$ cat src/include/sync_line_map.svh
// field positions, reset values and timing counts of the sync line block
`ifndef SYNC_LINE_MAP_SVH
`define SYNC_LINE_MAP_SVH

// line parameter register (write only)
`define PRM_MODE_HI 13
`define PRM_MODE_LO 12
`define PRM_LEN_HI 11
`define PRM_LEN_LO 10
`define PRM_PARITY_ENABLE 9
`define PRM_PAR_SENSE 8
`define PRM_SYNC_HI 7
`define PRM_SYNC_LO 0
`define PRM_RESET 16'h0000

// transmit control register
`define TXC_FILL 15
`define TXC_LOOP 14
`define TXC_SSCLK 13
`define TXC_MS_HI 12
`define TXC_MS_LO 11
`define TXC_RXINP 10
`define TXC_MSTRST 8
`define TXC_DONE 7
`define TXC_DONE_IE 6
`define TXC_FILL_IE 5
`define TXC_SEND 4
`define TXC_HALFDUP 3
`define TXC_BREAK 0

// receive buffer register
`define RXB_PERR 12
`define RXB_DATA_RESET 8'hFF

// character length code 0 means this many data bits
`define CHAR_LEN_BASE 4'h5

// bit timing
`define CLK_PERIOD_NS 10
`define BIT_TIME_NS 10000
`define BIT_CYCLES (`BIT_TIME_NS / `CLK_PERIOD_NS)

`endif

$ cat src/rtl/sync_char_rx_fix.sv
// holds no logic; receiver framing is in sync_char_rx

$ cat src/include/sync_line_pkg.sv
// types and shared decode of the sync line block
package sync_line_pkg;

    typedef enum logic [1:0] {
        MODE_ISO = 2'b00,
        MODE_ILLEGAL = 2'b01,
        MODE_EXT_SYNC = 2'b10,
        MODE_INT_SYNC = 2'b11
    } line_mode_e;

    typedef enum logic [1:0] {
        MAINT_NORMAL = 2'b00,
        MAINT_INT_LOOP = 2'b01,
        MAINT_EXT_LOOP = 2'b10,
        MAINT_SYS_TEST = 2'b11
    } maint_mode_e;

    typedef enum logic [2:0] {
        TX_IDLE = 3'b000,
        TX_START = 3'b001,
        TX_DATA = 3'b010,
        TX_PAR = 3'b011,
        TX_STOP = 3'b100
    } tx_state_e;

    typedef enum logic [1:0] {
        RX_HUNT = 2'b00,
        RX_WAIT = 2'b01,
        RX_BITS = 2'b10,
        RX_STOP = 2'b11
    } rx_state_e;

    function automatic logic [7:0] len_mask(input logic [3:0] nbits);
        return 8'hFF >> (4'h8 - nbits);
    endfunction

endpackage

$ cat src/rtl/parity_calc.sv
// parity bit over the low data bits of one character
`timescale 1ns/100ps
`default_nettype none

module parity_calc (
    input wire logic [7:0] data_i,
    input wire logic [3:0] nbits_i,
    input wire logic even_i,
    output logic par_o
);
    wire [7:0] used = data_i & sync_line_pkg::len_mask(nbits_i);

    // even sense: bit makes the ones count even, odd sense inverts it
    assign par_o = (^used) ^ ~even_i;
endmodule

`default_nettype wire

$ cat src/rtl/sync_char_rx.sv
// receiver framing: sync hunt and character assembly
`timescale 1ns/100ps
`default_nettype none

module sync_char_rx (
    input wire logic clk_i,
    input wire logic rst_i,
    input wire logic clr_i,
    input wire logic sample_i,
    input wire logic bit_i,
    input wire logic sync_mode_i,
    input wire logic [3:0] nbits_i,
    input wire logic [3:0] frame_i,
    input wire logic [7:0] sync_char_i,
    output logic [8:0] word_o,
    output logic valid_o,
    output logic synced_o
);
    sync_line_pkg::rx_state_e st;
    sync_line_pkg::rx_state_e next_st;
    logic [8:0] sh;
    logic [3:0] cnt;

    // lsb arrives first, so new bits enter at the top
    wire [8:0] sh_in = {bit_i, sh[8:1]};
    wire [8:0] word = sh_in >> (4'h9 - frame_i);
    // with parity on, the sync char's own parity bit closes the window
    wire [8:0] hunt = (sh_in >> (4'h9 - frame_i))
                    & {1'b0, sync_line_pkg::len_mask(nbits_i)};
    wire [7:0] want = sync_char_i & sync_line_pkg::len_mask(nbits_i);
    wire match = hunt == {1'b0, want};
    wire last = cnt == 4'(frame_i - 4'h1);

    always_comb begin
        next_st = st;
        unique case (st)
            sync_line_pkg::RX_HUNT: begin
                if (!sync_mode_i)
                    next_st = sync_line_pkg::RX_WAIT;
                else if (sample_i && match)
                    next_st = sync_line_pkg::RX_BITS;
            end
            sync_line_pkg::RX_WAIT: begin
                if (sync_mode_i)
                    next_st = sync_line_pkg::RX_HUNT;
                else if (sample_i && !bit_i)
                    next_st = sync_line_pkg::RX_BITS;
            end
            sync_line_pkg::RX_BITS: begin
                if (sample_i && last && !sync_mode_i)
                    next_st = sync_line_pkg::RX_STOP;
            end
            sync_line_pkg::RX_STOP: begin
                if (sample_i)
                    next_st = sync_mode_i ? sync_line_pkg::RX_HUNT
                                          : sync_line_pkg::RX_WAIT;
            end
        endcase
    end

    wire in_bits = st == sync_line_pkg::RX_BITS;
    wire done = sample_i && in_bits && last;

    always_ff @(posedge clk_i or posedge rst_i) begin
        if (rst_i) begin
            st <= sync_line_pkg::RX_HUNT;
            sh <= 9'h000;
            cnt <= 4'h0;
            word_o <= 9'h000;
            valid_o <= 1'b0;
        end else if (clr_i) begin
            st <= sync_line_pkg::RX_HUNT;
            sh <= 9'h000;
            cnt <= 4'h0;
            valid_o <= 1'b0;
        end else begin
            st <= next_st;
            if (sample_i)
                sh <= sh_in;
            if (!in_bits || done)
                cnt <= 4'h0;
            else if (sample_i)
                cnt <= 4'(cnt + 4'h1);
            valid_o <= done;
            if (done)
                word_o <= word;
        end
    end

    assign synced_o = sync_mode_i && in_bits;
endmodule

`default_nettype wire

$ cat src/rtl/sync_line_parity_fill.sv
// parameter register, transmitter with fill, receive buffer of the line
`timescale 1ns/100ps
`default_nettype none
`include "sync_line_map.svh"

// Overview of operation
// - parity enabled: transmitter appends parity, receiver checks every char
// - parity with under eight bits: received parity bit lands in buffer
// - received parity mismatch sets parity error flag, receive buffer bit 12
// - parity sense set means even parity, cleared means odd, both ways
// - transmitter computes parity; processor supplies data bits only
// - receiver matches incoming bits to sync character to gain sync
// - synchronous mode, nothing loaded in time: sync character sent as fill
// - fill sent sets fill flag, transmit control bit 15, sync mode only
// - fill flag set with fill interrupt enable bit 5 raises interrupt
// - fill flag cleared by initialize, master reset, transmit control read
// - loop maintenance modes: bit 14 drives receiver input instead of line
// - loopback bit cleared by initialize or master reset
// - mode field: 11 internal sync, 10 external sync, 00 iso, 01 illegal
// - length field codes 00..11 give 5, 6, 7, 8 data bits
// - transmit done with its enable bit 6 raises interrupt too

module sync_line_parity_fill #(
    parameter int BIT_CYCLES = `BIT_CYCLES
) (
    input wire logic clk_i,
    input wire logic rst_i,
    input wire logic init_i,
    input wire logic [15:0] wdata_i,
    input wire logic param_wr_i,
    input wire logic transmit_control_register_wr_i,
    input wire logic transmit_csr_read_strobe_i,
    input wire logic tx_load_i,
    input wire logic [7:0] tx_data_i,
    input wire logic rx_line_i,
    output logic [15:0] transmit_control_register_o,
    output logic [15:0] rxbuf_o,
    output logic rx_valid_o,
    output logic rx_synced_o,
    output logic tx_line_o,
    output logic tx_irq_o
);
    // ---- line parameter register
    logic parity_enable;
    logic parity_sense_select;
    logic [1:0] line_mode;
    logic [1:0] char_length_select;
    logic [7:0] sync_char;

    always_ff @(posedge clk_i or posedge rst_i) begin
        if (rst_i) begin
            {line_mode, char_length_select, parity_enable,
             parity_sense_select, sync_char} <= 14'(`PRM_RESET);
        end else if (param_wr_i) begin
            line_mode <= wdata_i[`PRM_MODE_HI:`PRM_MODE_LO];
            char_length_select <= wdata_i[`PRM_LEN_HI:`PRM_LEN_LO];
            parity_enable <= wdata_i[`PRM_PARITY_ENABLE];
            parity_sense_select <= wdata_i[`PRM_PAR_SENSE];
            sync_char <= wdata_i[`PRM_SYNC_HI:`PRM_SYNC_LO];
        end
    end

    // the illegal code is run as isochronous
    wire sync_mode = line_mode == sync_line_pkg::MODE_INT_SYNC
                  || line_mode == sync_line_pkg::MODE_EXT_SYNC;
    wire [3:0] nbits =
        4'(`CHAR_LEN_BASE + {2'b00, char_length_select});
    wire [3:0] frame = 4'(nbits + {3'b000, parity_enable});

    // ---- transmit control register
    logic loopback_serial_bit;
    logic ss_clk;
    logic [1:0] maint;
    logic done_ie;
    logic fill_interrupt_enable;
    logic send;
    logic half_dup;
    logic brk;
    logic mst_pulse;

    // master reset is a one-cycle clear here, not the long bus pulse
    wire clr = init_i || mst_pulse;

    always_ff @(posedge clk_i or posedge rst_i) begin
        if (rst_i) begin
            {loopback_serial_bit, ss_clk, maint} <= 4'h0;
            {done_ie, fill_interrupt_enable} <= 2'h0;
            {send, half_dup, brk} <= 3'h0;
            mst_pulse <= 1'b0;
        end else begin
            mst_pulse <= transmit_control_register_wr_i && wdata_i[`TXC_MSTRST];
            if (clr) begin
                {loopback_serial_bit, ss_clk, maint} <= 4'h0;
                {done_ie, fill_interrupt_enable} <= 2'h0;
                {send, half_dup, brk} <= 3'h0;
            end else if (transmit_control_register_wr_i) begin
                loopback_serial_bit <= wdata_i[`TXC_LOOP];
                ss_clk <= wdata_i[`TXC_SSCLK];
                maint <= wdata_i[`TXC_MS_HI:`TXC_MS_LO];
                done_ie <= wdata_i[`TXC_DONE_IE];
                fill_interrupt_enable <= wdata_i[`TXC_FILL_IE];
                send <= wdata_i[`TXC_SEND];
                half_dup <= wdata_i[`TXC_HALFDUP];
                brk <= wdata_i[`TXC_BREAK];
            end
        end
    end

    wire loop_mode = maint == sync_line_pkg::MAINT_INT_LOOP
                  || maint == sync_line_pkg::MAINT_EXT_LOOP;

    // ---- bit timing: transmit on the end tick, sample at mid bit
    logic [15:0] baud_cnt;
    wire tick_end = baud_cnt == 16'(BIT_CYCLES - 1);
    wire tick_mid = baud_cnt == 16'(BIT_CYCLES / 2);

    always_ff @(posedge clk_i or posedge rst_i) begin
        if (rst_i)
            baud_cnt <= 16'h0000;
        else
            baud_cnt <= tick_end ? 16'h0000 : 16'(baud_cnt + 16'h0001);
    end

    // ---- transmitter
    sync_line_pkg::tx_state_e tx_st;
    sync_line_pkg::tx_state_e next_tx_st;
    logic [7:0] tx_buf;
    logic [7:0] tx_sh;
    logic [3:0] tx_cnt;
    logic tx_par;
    logic tx_done;
    logic take_buf;
    logic fill_sent;
    logic next_par;

    wire in_data = tx_st == sync_line_pkg::TX_DATA;
    wire in_par = tx_st == sync_line_pkg::TX_PAR;
    wire last_data = in_data && tx_cnt == 4'(nbits - 4'h1);
    wire last_bit = (last_data && !parity_enable) || in_par;
    wire char_end = tick_end && last_bit;
    wire start_idle = tick_end && tx_st == sync_line_pkg::TX_IDLE && !tx_done;
    // sync mode chains characters back to back with no idle gap
    wire chain = char_end && sync_mode;
    wire fill_load = chain && !take_buf;
    wire buf_load = start_idle || (chain && take_buf);
    wire char_load = buf_load || fill_load;
    wire [7:0] next_char = fill_load ? sync_char : tx_buf;
    // a load while the buffer is still full would overwrite a character
    wire load_ok = tx_load_i && tx_done;

    parity_calc u_tx_par (
        .data_i(next_char),
        .nbits_i(nbits),
        .even_i(parity_sense_select),
        .par_o(next_par)
    );

    always_comb begin
        next_tx_st = tx_st;
        if (char_load) begin
            next_tx_st = sync_mode ? sync_line_pkg::TX_DATA
                                   : sync_line_pkg::TX_START;
        end else if (tick_end) begin
            unique case (tx_st)
                sync_line_pkg::TX_IDLE:
                    next_tx_st = sync_line_pkg::TX_IDLE;
                sync_line_pkg::TX_START:
                    next_tx_st = sync_line_pkg::TX_DATA;
                sync_line_pkg::TX_DATA: begin
                    if (last_data)
                        next_tx_st = parity_enable ? sync_line_pkg::TX_PAR
                                                   : sync_line_pkg::TX_STOP;
                end
                sync_line_pkg::TX_PAR:
                    next_tx_st = sync_line_pkg::TX_STOP;
                sync_line_pkg::TX_STOP:
                    next_tx_st = sync_line_pkg::TX_IDLE;
                default:
                    next_tx_st = sync_line_pkg::TX_IDLE;
            endcase
        end
    end

    always_ff @(posedge clk_i or posedge rst_i) begin
        if (rst_i) begin
            tx_st <= sync_line_pkg::TX_IDLE;
            tx_sh <= 8'h00;
            tx_cnt <= 4'h0;
            tx_par <= 1'b0;
        end else if (clr) begin
            tx_st <= sync_line_pkg::TX_IDLE;
            tx_cnt <= 4'h0;
        end else begin
            tx_st <= next_tx_st;
            if (char_load) begin
                tx_sh <= next_char;
                tx_cnt <= 4'h0;
                tx_par <= next_par;
            end else if (tick_end && in_data) begin
                tx_sh <= {1'b0, tx_sh[7:1]};
                tx_cnt <= 4'(tx_cnt + 4'h1);
            end
        end
    end

    // buffer empty flag doubles as transmit done
    always_ff @(posedge clk_i or posedge rst_i) begin
        if (rst_i) begin
            tx_buf <= 8'h00;
            tx_done <= 1'b1;
            take_buf <= 1'b0;
        end else if (clr) begin
            tx_done <= 1'b1;
            take_buf <= 1'b0;
        end else begin
            if (load_ok)
                tx_buf <= tx_data_i;
            if (buf_load)
                tx_done <= 1'b1;
            else if (load_ok)
                tx_done <= 1'b0;
            // decided half a bit early; a later load waits a character
            if (tick_mid && last_bit)
                take_buf <= !tx_done;
        end
    end

    // hardware set beats the read clear
    always_ff @(posedge clk_i or posedge rst_i) begin
        if (rst_i)
            fill_sent <= 1'b0;
        else if (clr)
            fill_sent <= 1'b0;
        else if (fill_load)
            fill_sent <= 1'b1;
        else if (transmit_csr_read_strobe_i)
            fill_sent <= 1'b0;
    end

    wire line_bit = in_data ? tx_sh[0]
                  : in_par ? tx_par
                  : tx_st != sync_line_pkg::TX_START;

    always_ff @(posedge clk_i or posedge rst_i) begin
        if (rst_i)
            tx_line_o <= 1'b1;
        else
            tx_line_o <= line_bit;
    end

    assign tx_irq_o = (fill_sent && fill_interrupt_enable)
                   || (tx_done && done_ie);

    // ---- receiver
    logic rx_meta;
    logic rx_sync;
    logic [8:0] rx_word;
    logic rx_word_valid;
    logic rx_calc;
    logic [7:0] rx_data;
    logic parity_error_flag;

    always_ff @(posedge clk_i or posedge rst_i) begin
        if (rst_i) begin
            rx_meta <= 1'b1;
            rx_sync <= 1'b1;
        end else begin
            rx_meta <= rx_line_i;
            rx_sync <= rx_meta;
        end
    end

    wire rx_in = loop_mode ? loopback_serial_bit : rx_sync;

    // free running sampler: iso start edges are not re-centred
    sync_char_rx u_rx (
        .clk_i(clk_i),
        .rst_i(rst_i),
        .clr_i(clr),
        .sample_i(tick_mid),
        .bit_i(rx_in),
        .sync_mode_i(sync_mode),
        .nbits_i(nbits),
        .frame_i(frame),
        .sync_char_i(sync_char),
        .word_o(rx_word),
        .valid_o(rx_word_valid),
        .synced_o(rx_synced_o)
    );

    parity_calc u_rx_par (
        .data_i(rx_word[7:0]),
        .nbits_i(nbits),
        .even_i(parity_sense_select),
        .par_o(rx_calc)
    );

    wire rx_par_bit = rx_word[nbits];
    wire rx_bad = parity_enable && rx_par_bit != rx_calc;

    always_ff @(posedge clk_i or posedge rst_i) begin
        if (rst_i) begin
            rx_data <= `RXB_DATA_RESET;
            parity_error_flag <= 1'b0;
            rx_valid_o <= 1'b0;
        end else if (clr) begin
            rx_data <= `RXB_DATA_RESET;
            parity_error_flag <= 1'b0;
            rx_valid_o <= 1'b0;
        end else begin
            rx_valid_o <= rx_word_valid;
            if (rx_word_valid) begin
                // parity sits just above the data when it fits
                rx_data <= rx_word[7:0];
                parity_error_flag <= rx_bad;
            end
        end
    end

    assign rxbuf_o = 16'(rx_data)
                   | (16'(parity_error_flag) << `RXB_PERR);
    assign transmit_control_register_o = {fill_sent, loopback_serial_bit, ss_clk, maint,
                      rx_in, 2'b00, tx_done, done_ie,
                      fill_interrupt_enable, send, half_dup, 2'b00, brk};
endmodule

`default_nettype wire

$ cat config.mk
export PLATFORM = sky130hd
export DESIGN_NAME = sync_line_parity_fill
export DESIGN_NICKNAME = d
export VERILOG_FILES = /design/src/rtl/sync_char_rx_fix.sv /design/src/include/sync_line_pkg.sv /design/src/rtl/parity_calc.sv /design/src/rtl/sync_char_rx.sv /design/src/rtl/sync_line_parity_fill.sv
export VERILOG_INCLUDE_DIRS = /design/src /design/src/include
export SDC_FILE = /design/constraint.sdc
export NUM_CORES = 1
export LEC_CHECK = 0
export BUFFER_PORTS_ARGS = -buffer_cell sky130_fd_sc_hd__buf_2
export CAP_MARGIN = 20
export CORE_UTILIZATION = 45
export DETAILED_ROUTE_END_ITERATION = 10
export PLACE_DENSITY = 0.64
export RECOVER_POWER = 50
export SYNTH_ARGS = -nofsm -noshare
export SYNTH_HDL_FRONTEND = slang
export SYNTH_SLANG_ARGS = --single-unit
$ cat constraint.sdc
create_clock -name clk_i -period 4.1 [get_ports clk_i]
set_clock_uncertainty 0.2 [all_clocks]
set_input_delay 0.82 -clock clk_i [delete_from_list [all_inputs] [get_ports clk_i]]
set_output_delay 0.82 -clock clk_i [all_outputs]
set_load 0.02 [all_outputs]
== Word-level counts from Yosys, hierarchy flattened ==
Cells that the tools add are included.
Word-level totals
  flip-flop bits (word level): 105
  latch bits: 0
  bits in writable memories: 0
  memory bits (read-only): 0
  input port bits: 32
  word-level logic and storage cells: 196
  memories kept: 0
Cells by class
  add/sub/neg operators: 9
  $mul: 0
  div/mod/pow operators: 0
  $lt $le $gt $ge: 1
  equality and inequality tests: 22
  shift operators: 2
  mux-type cells: 63
  bitwise operators: 9
  reduce and logical (&&, ||, !) cells: 56
Operator list (count)
  $mux 8: 5
  $mux 1: 31
  $and 8x8->8: 3
  $mux 4: 6
  $logic_and 1x1->1: 22
  $mux 2: 10
  $mux 9: 2
  $add 16x1->16 const B: 1
  $eq 16x10->1 const B: 1
  $eq 16x9->1 const B: 1
  $mux 16: 1
  $reduce_xor 8->1: 2
  $mux 3: 5
  $reduce_bool 3->1: 5
  $or 8x13->13: 1
  $eq 2x2->1 const B: 5
  $reduce_and 2->1: 5
  $reduce_bool 2->1: 5
  $and 9x8->9: 1
  $eq 9x8->1: 1
  $pmux 3 s3: 1
  $shr 9x4->9: 1
  $add 4x1->4 const B: 2
  $eq 4x4->1: 2
  23 further kinds: 43

== Depth between registers and ports, before layout ==
Gate-level depths: netlist (run 1).
  word-level depth: 13
  depth in mapped cells: 12
  gate-level depth less buffers: 12

== By module ==
From an unflattened synthesis (run 1), not the netlist that was laid out.
Second synthesis, totals
  cell total of the unflattened synthesis: 615
  area total of the unflattened synthesis: 6433.7 um^2
Modules (own cells, without submodules)
  sync_line_parity_fill: instances 1, cells each 365, area an instance 4035.1 um^2, seq. area each 1991.9 um^2
  sync_char_rx: instances 1, cells each 198, area an instance 1958.1 um^2, seq. area each 600.6 um^2
  parity_calc: instances 2, cells each 26, area an instance 220.2 um^2, seq. area each 0.0 um^2

== Worst setup path after synthesis (run 1) ==
OpenSTA, ideal clock, no wires.
  kind: flip-flop to flip-flop
  start point: reg char_length_select[0]
  end point: reg tx_par
  library setup time: 0.125 ns
  arrival time: 3.048 ns
  required time: 3.775 ns
  slack: 0.727 ns
  stages on the path, launching flop included: 11
  path buffers: 0
  clock period less this slack: 3.373 ns
  path through: dfrtp_1 > inv_1 > ha_1 > xnor2_1 > mux2i_1 > a41oi_1 > or4b_1 > a21boi_2 > xnor2_1 > xnor3_1 > mux2_2
Between the ends
  word-level cells in the longest chain between the ends: 13
  elaborated cells between the ends (all ways): 19
RTL lines
  start, declared: RTL line sync_line_parity_fill.sv:47  | logic [1:0] char_length_select;
  start signal, assigned: RTL line sync_line_parity_fill.sv:56  | char_length_select <= wdata_i[`PRM_LEN_HI:`PRM_LEN_LO];
  $add 3x2->4 (no source line) *
  $sub 4x1->4: RTL line sync_line_parity_fill.sv:138  | wire last_data = in_data && tx_cnt == 4'(nbits - 4'h1);
  $eq 4x4->1: RTL line sync_line_parity_fill.sv:138
  $logic_and 1x1->1: RTL line sync_line_parity_fill.sv:138
  $logic_and 1x1->1: RTL line sync_line_parity_fill.sv:139  | wire last_bit = (last_data && !parity_enable) || in_par;
  $logic_or 1x1->1: RTL line sync_line_parity_fill.sv:139
  $logic_and 1x1->1: RTL line sync_line_parity_fill.sv:140  | wire char_end = tick_end && last_bit;
  $logic_and 1x1->1: RTL line sync_line_parity_fill.sv:143  | wire chain = char_end && sync_mode;
  $logic_and 1x1->1: RTL line sync_line_parity_fill.sv:144  | wire fill_load = chain && !take_buf;
  $mux 8: RTL line sync_line_parity_fill.sv:147  | wire [7:0] next_char = fill_load ? sync_char : tx_buf;
  $and 8x8->8: RTL line parity_calc.sv:11  | wire [7:0] used = data_i & sync_line_pkg::len_mask(nbits_i);
  $reduce_xor 8->1: RTL line parity_calc.sv:14  | assign par_o = (^used) ^ ~even_i;
  $xor 1x1->1: RTL line parity_calc.sv:14
  end signal, assigned: RTL line sync_line_parity_fill.sv:198  | tx_par <= next_par;
  end, declared: RTL line sync_line_parity_fill.sv:130  | logic tx_par;
Every way passes the cells marked *; elsewhere a longest branch is shown, timed or not.
A chain may end at the register's enable or synchronous reset.

== Worst setup path in the final report (run 1) ==
Ends and elaborated chain as after synthesis.

==> results.yml, run 1 <==
outcome:
  status: "complete, but fails checks"
  violations: "max-capacitance violations, max-slew violations"
worst_setup_path:
  critPathRequiredTime_ns: 4.14
  startpoint_type: "register"
  r2r_start: "char_length_select[0]$_DFFE_PP0P_"
  rrSetupSlack_ns: 0.40
  cp.arrival_ns: 3.74
  r2r-end: "tx_par$_DFFE_PP0P_"
  worstSetupEndpointType: "register"
  critPathMaxFanout: 7
  reg2reg_depth: 10
  crit_type: "register to register"
sta:
  worst_hold_slack_ns: 0.1625
  worst_pin_slew_ns: 1.656
  relSlewSlack_pct: -10.43
  fin_crit_ns: 3.700
  fmax_mhz: 270.2
  finalSetupViolCount: 0
  rsz0062_at_grt: "false"
  finalHoldViolations: 0
  setup_tns_ns: 0
  period_share_pct: 90.25
  maxSlewViolCount: 106
floorplanning:
  start_util_pct: 46.26
  core.rowCount: 40
  die_w_um: 113.1
  io_pins: 68
  core-area_um2: 12010
  die_h_um: 113.1
  dieArea_um2: 12800
grt:
  antenna_found_initial: 0
  grt_pass1_vias: 3901
  grt_pass1_wl_mm: 19.75
  grt_overflow: 0
  grtUsageTotal_pct: 20.10
  grt_max_degree: 69
route:
  routedWlPerCell_um: 16.16
  vias_per_cell: 5.284
  drc: 0
  antenna_left: 0
  first_iter_violations: 204
  first_pass_iters: 5
  wl_mm: 11.73
  vias: 3836
clock_network:
  cts_buffer_depth: 2
  cts.sinks: 103
  numCtsBuffers: 9
  post_cts_buffers: 0
  cts-resized-gates: 0
  cts.clk_slew.worst_paths_ns: 0.07
  root_buffer: "clkbuf_16"
  cts_tree: "built"
  clk_latency_ns: 0.35
  htreeDepth: 3
  cts-hold-fix-buffers: 0
synth:
  muxShareOfSynthArea_pct: 12.95
  synthAdderAreaFrac_pct: 2.387
  yosysWarnings: 0
  synth_area_um2: 5557
  synthXorXnorAreaFrac_pct: 9.075
  yosysSeqAreaShare_pct: 46.66
  ys_ff_latch: 103
  synth-compound-area-share_pct: 8.331
  synth_top_area_share_pct: 40.98
  async_flop_share_pct: 100.0
  synth_edf_count: 0
  yosys.area.top_type: "dfrtp_1"
  synth_flop_cell: "dfrtp_1"
  synth.avg_cell_area_um2: 10.43
  synth_top_family_by_area: "simple AND/OR/NAND/NOR gates"
  synth_cell_types: 60
  yosys.area_share.simple_pct: 14.59
  yosys-top-cells-area: "dfrtp_1, mux2i_1, dfstp_2, xnor2_1, mux2_2"
  synth_cells: 533
power_and_ir_drop:
  p_leak_nw: 2.742
  p_per_area_nw_per_um2: 373.9
  peakVddDrop_mv: 0.3283
cells_and_area:
  mostFrequentLayoutCell: "dfrtp_1"
  most-common-layout-cells: "dfrtp_1, nand2_1, buf_2"
  drive_gt1_share_pct: 20.90
  n_fill_cell: 1073
  nets: 616
  antenna_cells: 0
  instances_no_fill: 726
  areaGrowthSynthToFinish_pct: 10.45
min_path:
  min_from: "rx_meta$_DFF_PP1_"
  hold_path.class: "register to register"
  whs_endpoint: "rx_sync$_DFF_PP1_"
  hold_path_depth: 0
placement:
  gp_congestion: 0.8248
  dp_cells: 710
  dp_hpwl_mm: 8.626
  portBuffers: 55
job:
  max-cap-violations: 2
sequential cells by signal (all words and copies together) (netlist names), 4 cells and up:
name         cells
u_rx.sh          8
tx_buf           8
sync_char        8
u_rx.word_o      9
tx_sh            8
baud_cnt        16
tx_cnt           4
u_rx.cnt         4
rx_data          8
critical path, stage by stage, from the launching register on:
cell and delay, ns:
dfrtp_1 0.48, inv_1 0.19, ha_1 0.42, xnor2_1 0.20, mux2i_1 0.28, a41oi_1 0.24, or4b_1 0.62, a21boi_2 0.17
xnor2_1 0.13, xnor3_1 0.39, mux2_2 0.26
cell usage after synthesis (all sizes together), types with 5 or more instances:
cell	count
dfrtp	91
nand2	53
nor2	38
mux2i	37
xnor2	33
mux2	29
buf	24
inv	23
o21ai	23
xor2	22
a21oi	21
clkbuf	18
dfstp	12
nand3	12
ha	9
nor2b	9
a2bb2oi	6
nor3	6
and3	5
nand2b	5
or3	5
power breakdown:
group          internal [W]  leakage (nW)  total, W  switching (W)
combinational      0.000189          1.32  0.000388       0.000198
clock              0.000418         0.134  0.000808       0.000390
sequential          0.00105          1.28   0.00110      0.0000452
cells by family (layout without fill, tap and decap cells):
logic type | after synthesis | in the layout
AO/OA/AOI/OAI | 73 | 73
AND/OR/NAND/NOR | 158 | 158
XOR/XNOR | 56 | 56
multiplexers | 67 | 67
buffers and inverters | 65 | 101
other | 1 | 11
flip-flops | 103 | 103
adder cells (fa/ha/maj) | 10 | 10
cell type report:
class	instances	area, um^2	share of cell area [%]
Multi-Input combinational cell	375	2671	43.53
Sequential cell	103	2592	42.24
Timing Repair Buffer	62	319.1	5.199
Clock buffer	9	225.2	3.670
Tap cell	147	183.9	2.997
Inverter	23	87.58	1.427
Clock inverter	7	57.56	0.9378
per-stage QoR:
stage	setup slack [ns]	instance area (um^2)	total power (W)	utilization [%]
floorplan	0.3960	5594	0.001430	-
global placement	0.4896	5877	0.001504	48.93
detailed placement	0.4139	5877	0.001511	48.93
CTS	0.3955	6160	0.002323	51.28
global route	0.1610	6137	0.002401	51.09
finish	0.3995	6137	0.002295	51.09
per-layer routing:
metal,routed length (um),GRT usage [%]
met3,414,4.928
met2,5800,33.54
met4,204,6.140
met5,0,0
met1,5311,25.82
worst max path at each step:
stage	from	endpoint	slack (ns)	cells past startpoint
2_1_floorplan	rst_i	baud_cnt[0]$_DFF_PP0_	0.40	1
4_1_cts	char_length_select[0]$_DFFE_PP0P_	tx_par$_DFFE_PP0P_	0.40	10
3_5_place_dp	char_length_select[0]$_DFFE_PP0P_	tx_par$_DFFE_PP0P_	0.41	10
6_report	char_length_select[0]$_DFFE_PP0P_	tx_par$_DFFE_PP0P_	0.40	10
5_1_grt	char_length_select[0]$_DFFE_PP0P_	tx_par$_DFFE_PP0P_	0.16	10
3_3_place_gp	char_length_select[0]$_DFFE_PP0P_	tx_par$_DFFE_PP0P_	0.49	10
No activity file was read; power rests on OpenSTA's default activity.
==> run 2, diff against run 1 <==
- CORE_MARGIN: default -> 3
==> results.yml, run 2 (synthesis results as in run 1) <==
worst_setup_path:
  startpoint_type: "register"
  slowest_stage: "or4b_1"
  cp.arrival_ns: 3.81
  cpMostUsedCell: "xnor2_1"
  critPathRequiredTime_ns: 4.14
  crit_type: "register to register"
  critical_path_buf_inv_count: 1
  critPathTopFamily: "XOR/XNOR gates"
  critPathMaxFanout: 7
  path_cells: "inv_1, ha_1, xnor2_1, mux2i_1, a41oi_1, or4b_1, a21boi_2, xnor2_1, xnor3_1, mux2_2"
  worstSetupEndpointType: "register"
  critPathMaxStageDelay_ns: 0.62
route:
  wl_mm: 11.74
  first_pass_iters: 4
  vias_per_cell: 5.226
  vias: 3883
  antenna_left: 0
  first_iter_violations: 234
  routedWlPerCell_um: 15.80
  drc: 0
placement:
  gp_congestion: 0.8311
  dp_hpwl_mm: 8.759
  portBuffers: 55
  dp_cells: 727
cells_and_area:
  regMostFlops: "baud_cnt"
  mostFrequentLayoutCell: "dfrtp_1"
  most-common-layout-cells: "dfrtp_1, nand2_1, buf_2"
  drive_gt1_share_pct: 20.38
  areaGrowthSynthToFinish_pct: 11.42
  nets: 616
  largest_reg_flops: 16
  post-route-util_pct: 52.64
  top_regs: "baud_cnt x16, u_rx.word_o x9"
  antenna_cells: 0
  n_fill_cell: 1047
  instances_no_fill: 743
floorplanning:
  die_h_um: 117.1
  io_pins: 68
  dieArea_um2: 13720
  die_w_um: 117.1
  core.rowCount: 39
  start_util_pct: 47.25
  core-area_um2: 11760
sta:
  finalSetupViolCount: 0
  relSlewSlack_pct: -66.07
  maxSlewViolCount: 66
  finalHoldViolations: 0
  fmax_mhz: 265.4
  rsz0062_at_grt: "false"
  setup_tns_ns: 0
  period_share_pct: 91.89
  fin_crit_ns: 3.768
  worst_pin_slew_ns: 2.491
grt:
  grt_overflow: 0
  grt_pass1_wl_mm: 19.84
  grt_pass1_vias: 3904
  grtUsageTotal_pct: 18.48
  grt_max_degree: 67
  antenna_found_initial: 0
power_and_ir_drop:
  p_per_area_nw_per_um2: 383.7
  p_leak_nw: 2.764
  peakVddDrop_mv: 0.2894
clock_network:
  cts.sinks: 103
  numCtsBuffers: 9
  cts-hold-fix-buffers: 0
  cts_buffer_depth: 2
  root_buffer: "clkbuf_16"
  cts_tree: "built"
  post_cts_buffers: 0
  clk_latency_ns: 0.35
  htreeDepth: 3
  cts-resized-gates: 0
  cts.clk_slew.worst_paths_ns: 0.08
min_path:
  hold_path.class: "register to register"
job:
  max-cap-violations: 1
outcome:
  status: "complete, but fails checks"
  violations: "max-capacitance violations, max-slew violations"
run 2: changes by cell type in the layout (fill, tap and decap cells not counted):
cell,before,now
bufinv_16,0,1
clkbuf_2,1,0
inv_1,22,23
clkbuf_1,3,5
clkinvlp_4,2,0
clkinvlp_2,1,0
inv_8,1,0
buf_12,0,1
and2_0,0,1
clkinv_2,1,0
inv_6,0,4
buf_2,53,52
and2_1,3,2
clkinv_4,3,1
run 2: metrics by stage:
stage	setup WS (ns)	power, W	hold slack (ns)	cell area [um^2]
after floorplan	0.3960	0.001430	0.1452	5594
after global placement	0.4953	0.001503	0.1478	5898
after detailed placement	0.3602	0.001514	0.1522	5898
after CTS	0.3378	0.002394	0.1626	6201
after global routing	0.1131	0.002481	0.1689	6191
final	0.3324	0.002375	0.1619	6191
run 2: final cells by class:
| cell class | count | area [um^2] | share of cell area (%) |
|---|---|---|---|
| multi-input cells | 375 | 2671 | 43.15 |
| flip-flops and latches | 103 | 2592 | 41.88 |
| repair buffers | 62 | 332.8 | 5.376 |
| clock buffers | 10 | 229.0 | 3.698 |
| well taps | 164 | 205.2 | 3.314 |
| inverters | 23 | 86.33 | 1.395 |
| clock inverters | 6 | 73.82 | 1.192 |
run 2: final timing paths:
kind | endpoint | depth (start not counted) | slack, ns | start
max | tx_par$_DFFE_PP0P_ | 10 | 0.33 | char_length_select[0]$_DFFE_PP0P_
min | rx_sync$_DFF_PP1_ | 0 | 0.16 | rx_meta$_DFF_PP1_
max reg2reg | tx_par$_DFFE_PP0P_ | 10 | 0.33 | char_length_select[0]$_DFFE_PP0P_
min reg2reg | rx_sync$_DFF_PP1_ | 0 | 0.16 | rx_meta$_DFF_PP1_
max in group asynchronous | tx_sh[7]$_DFFE_PP0P_ | 2 | 1.13 | rst_i
min in group asynchronous | baud_cnt[4]$_DFF_PP0_ | 2 | 1.13 | rst_i
run 2: layer usage:
layer,track usage (%),up-vias,share of wire (%),wire length [um]
met4,5.657,0,1.6,186
met3,3.445,13,4.2,488
met5,0,-,0,0
met2,29.50,82,47,5520
met1,25.74,1918,47,5545
li1,-,1870,-,-
run 2: worst register-to-register path: stages (launching register included):
cell	delay, ns
dfrtp_1	0.48
inv_1	0.20
ha_1	0.42
xnor2_1	0.20
mux2i_1	0.30
a41oi_1	0.25
or4b_1	0.62
a21boi_2	0.18
xnor2_1	0.14
xnor3_1	0.42
mux2_2	0.26
run 2: where the power goes:
group	switching [W]	internal (W)	leakage, nW
combinational	0.000203	0.000191	1.33
clock	0.000399	0.000484	0.148
sequential	0.0000444	0.00105	1.28
total	0.000647	0.00173	2.76
==> run 3, diff against run 2 <==
--- a/config.mk
+++ b/config.mk
@@ -8,3 +8,3 @@
 export LEC_CHECK = 0
-export BUFFER_PORTS_ARGS = -buffer_cell sky130_fd_sc_hd__buf_2
+export BUFFER_PORTS_ARGS = -buffer_cell sky130_fd_sc_hd__buf_4
 export CAP_MARGIN = 20
==> constraint.sdc (replaced) <==
create_clock -name clk_i -period 4.1 [get_ports clk_i]
set_clock_uncertainty 0.2 [all_clocks]
set_input_delay 0.205 -clock clk_i [delete_from_list [all_inputs] [get_ports clk_i]]
set_output_delay 0.205 -clock clk_i [all_outputs]
set_load 0.02 [all_outputs]
==> results.yml, run 3 (synthesis results as in run 1) <==
outcome:
  status: "complete, but fails checks"
  violations: "max-capacitance violations, max-slew violations"
route:
  drc: 0
  vias: 4000
  antenna_left: 0
  routedWlPerCell_um: 15.82
  first_iter_violations: 217
  vias_per_cell: 5.195
  first_pass_iters: 4
  wl_mm: 12.18
sta:
  worst_pin_slew_ns: 2.718
  fin_crit_ns: 3.701
  fmax_mhz: 270.2
  setup_tns_ns: 0
  maxSlewViolCount: 100
  period_share_pct: 90.27
  finalSetupViolCount: 0
  rsz0062_at_grt: "false"
  finalHoldViolations: 0
  relSlewSlack_pct: -81.43
cells_and_area:
  drive_gt1_share_pct: 15.51
  top_regs: "baud_cnt x16, u_rx.word_o x9"
  antenna_cells: 0
  areaGrowthSynthToFinish_pct: 17.50
  nets: 643
  regMostFlops: "baud_cnt"
  design_area_um2: 6529
  n_fill_cell: 1029
  largest_reg_flops: 16
  mostFrequentLayoutCell: "dfrtp_1"
  most-common-layout-cells: "dfrtp_1, nand2_1, nor2_1"
worst_setup_path:
  rrSetupSlack_ns: 0.40
  r2r_start: "char_length_select[0]$_DFFE_PP0P_"
  cp.arrival_ns: 3.75
  r2r-end: "tx_par$_DFFE_PP0P_"
  startpoint_type: "register"
  reg2reg_depth: 10
  crit_type: "register to register"
  critPathMaxFanout: 7
  critPathRequiredTime_ns: 4.14
  worstSetupEndpointType: "register"
clock_network:
  post_cts_buffers: 0
  root_buffer: "clkbuf_16"
  numCtsBuffers: 9
  htreeDepth: 3
  cts.sinks: 103
  cts-hold-fix-buffers: 28
  clk_latency_ns: 0.36
  cts_buffer_depth: 2
  cts.clk_slew.worst_paths_ns: 0.07
  cts-resized-gates: 0
  cts_tree: "built"
placement:
  dp_hpwl_mm: 8.800
  placed_cell_area_um2: 6016
  portBuffers: 55
  gp_congestion: 0.8266
floorplanning:
  io_pins: 68
  start_util_pct: 47.25
  core-area_um2: 11760
  dieArea_um2: 13720
  die_w_um: 117.1
  core.rowCount: 39
  die_h_um: 117.1
power_and_ir_drop:
  p_per_area_nw_per_um2: 370.1
  peakVddDrop_mv: 0.3108
  p_leak_nw: 2.832
grt:
  antenna_found_initial: 0
  grt_max_degree: 75
  grt_overflow: 0
  grt_pass1_wl_mm: 20.44
  grtUsageTotal_pct: 19.40
  grt_pass1_vias: 4067
job:
  max-cap-violations: 2
min_path:
  min_from: "param_wr_i"
  hold_path_depth: 3
  hold_path.class: "input pin to register"
  whs_endpoint: "char_length_select[0]$_DFFE_PP0P_"
## run 3: cell count changes in the layout (fill, tap and decap cells not counted), moves of 3 or more
cell / previous run / this run
inv_6: 4 / 0
buf_2: 52 / 0
dfstp_1: 0 / 4
clkbuf_1: 5 / 23
buf_4: 5 / 33
clkinvlp_4: 0 / 3
clkbuf_4: 0 / 6
dfstp_2: 12 / 8
dlygate4sd3_1: 0 / 28
## run 3: layout make-up
type,instances,area [um^2],area share [%]
repair buffers,89,655.6,10.04
multi-input cells,375,2671,40.92
well taps,164,205.2,3.143
clock inverters,5,63.81,0.9774
flip-flops and latches,103,2592,39.71
clock buffers,11,254.0,3.890
inverters,23,86.33,1.322
## run 3: how the worst max path moves through the flow
stage | start | endpoint | slack [ns]
after floorplan | char_length_select[0]$_DFFE_PP0P_ | tx_par$_DFFE_PP0P_ | 0.73
after global placement | char_length_select[0]$_DFFE_PP0P_ | tx_par$_DFFE_PP0P_ | 0.51
after detailed placement | char_length_select[0]$_DFFE_PP0P_ | tx_par$_DFFE_PP0P_ | 0.43
after CTS | char_length_select[0]$_DFFE_PP0P_ | tx_par$_DFFE_PP0P_ | 0.40
after global routing | char_length_select[0]$_DFFE_PP0P_ | tx_par$_DFFE_PP0P_ | 0.20
final | char_length_select[0]$_DFFE_PP0P_ | tx_par$_DFFE_PP0P_ | 0.40
## run 3: power by group
part	internal, W	switching (W)	leakage (nW)	total, W
Clock	0.000515	0.000390	0.145	0.000905
Sequential	0.00105	0.0000452	1.28	0.00110
Combinational	0.000211	0.000202	1.41	0.000413
## run 3: through the flow
| step | total power, W | setup WS, ns | hold slack, ns | utilization [%] | instances |
|---|---|---|---|---|---|
| CTS | 0.002450 | 0.3977 | 0.009765 | 56.24 | 770 |
| finish | 0.002416 | 0.3990 | 0.02160 | 55.52 | 770 |
| global route | 0.002532 | 0.2007 | 0.02896 | 55.52 | 770 |
| global placement | 0.001511 | 0.5137 | 0.1248 | 51.15 | 726 |
| floorplan | 0.001430 | 0.7270 | 0.009478 | - | 543 |
| detailed placement | 0.001519 | 0.4271 | 0.1250 | 51.15 | 726 |
## run 3: metal layers
layer  vias to the layer above  track usage [%]  part of all wire (%)
met5                         -                0                     0
met4                         0            5.046                   1.1
met3                         8            5.039                   4.1
met2                        81            31.63                    49
met1                      1989            25.93                    46
li1                       1922                -                     -
## run 3: critical path, cell delays in order (launching register included)
cell	delay, ns
dfrtp_1	0.48
inv_1	0.18
ha_1	0.41
xnor2_1	0.20
mux2i_1	0.28
a41oi_1	0.25
or4b_1	0.63
a21boi_2	0.18
xnor2_1	0.14
xnor3_1	0.40
mux2_2	0.27
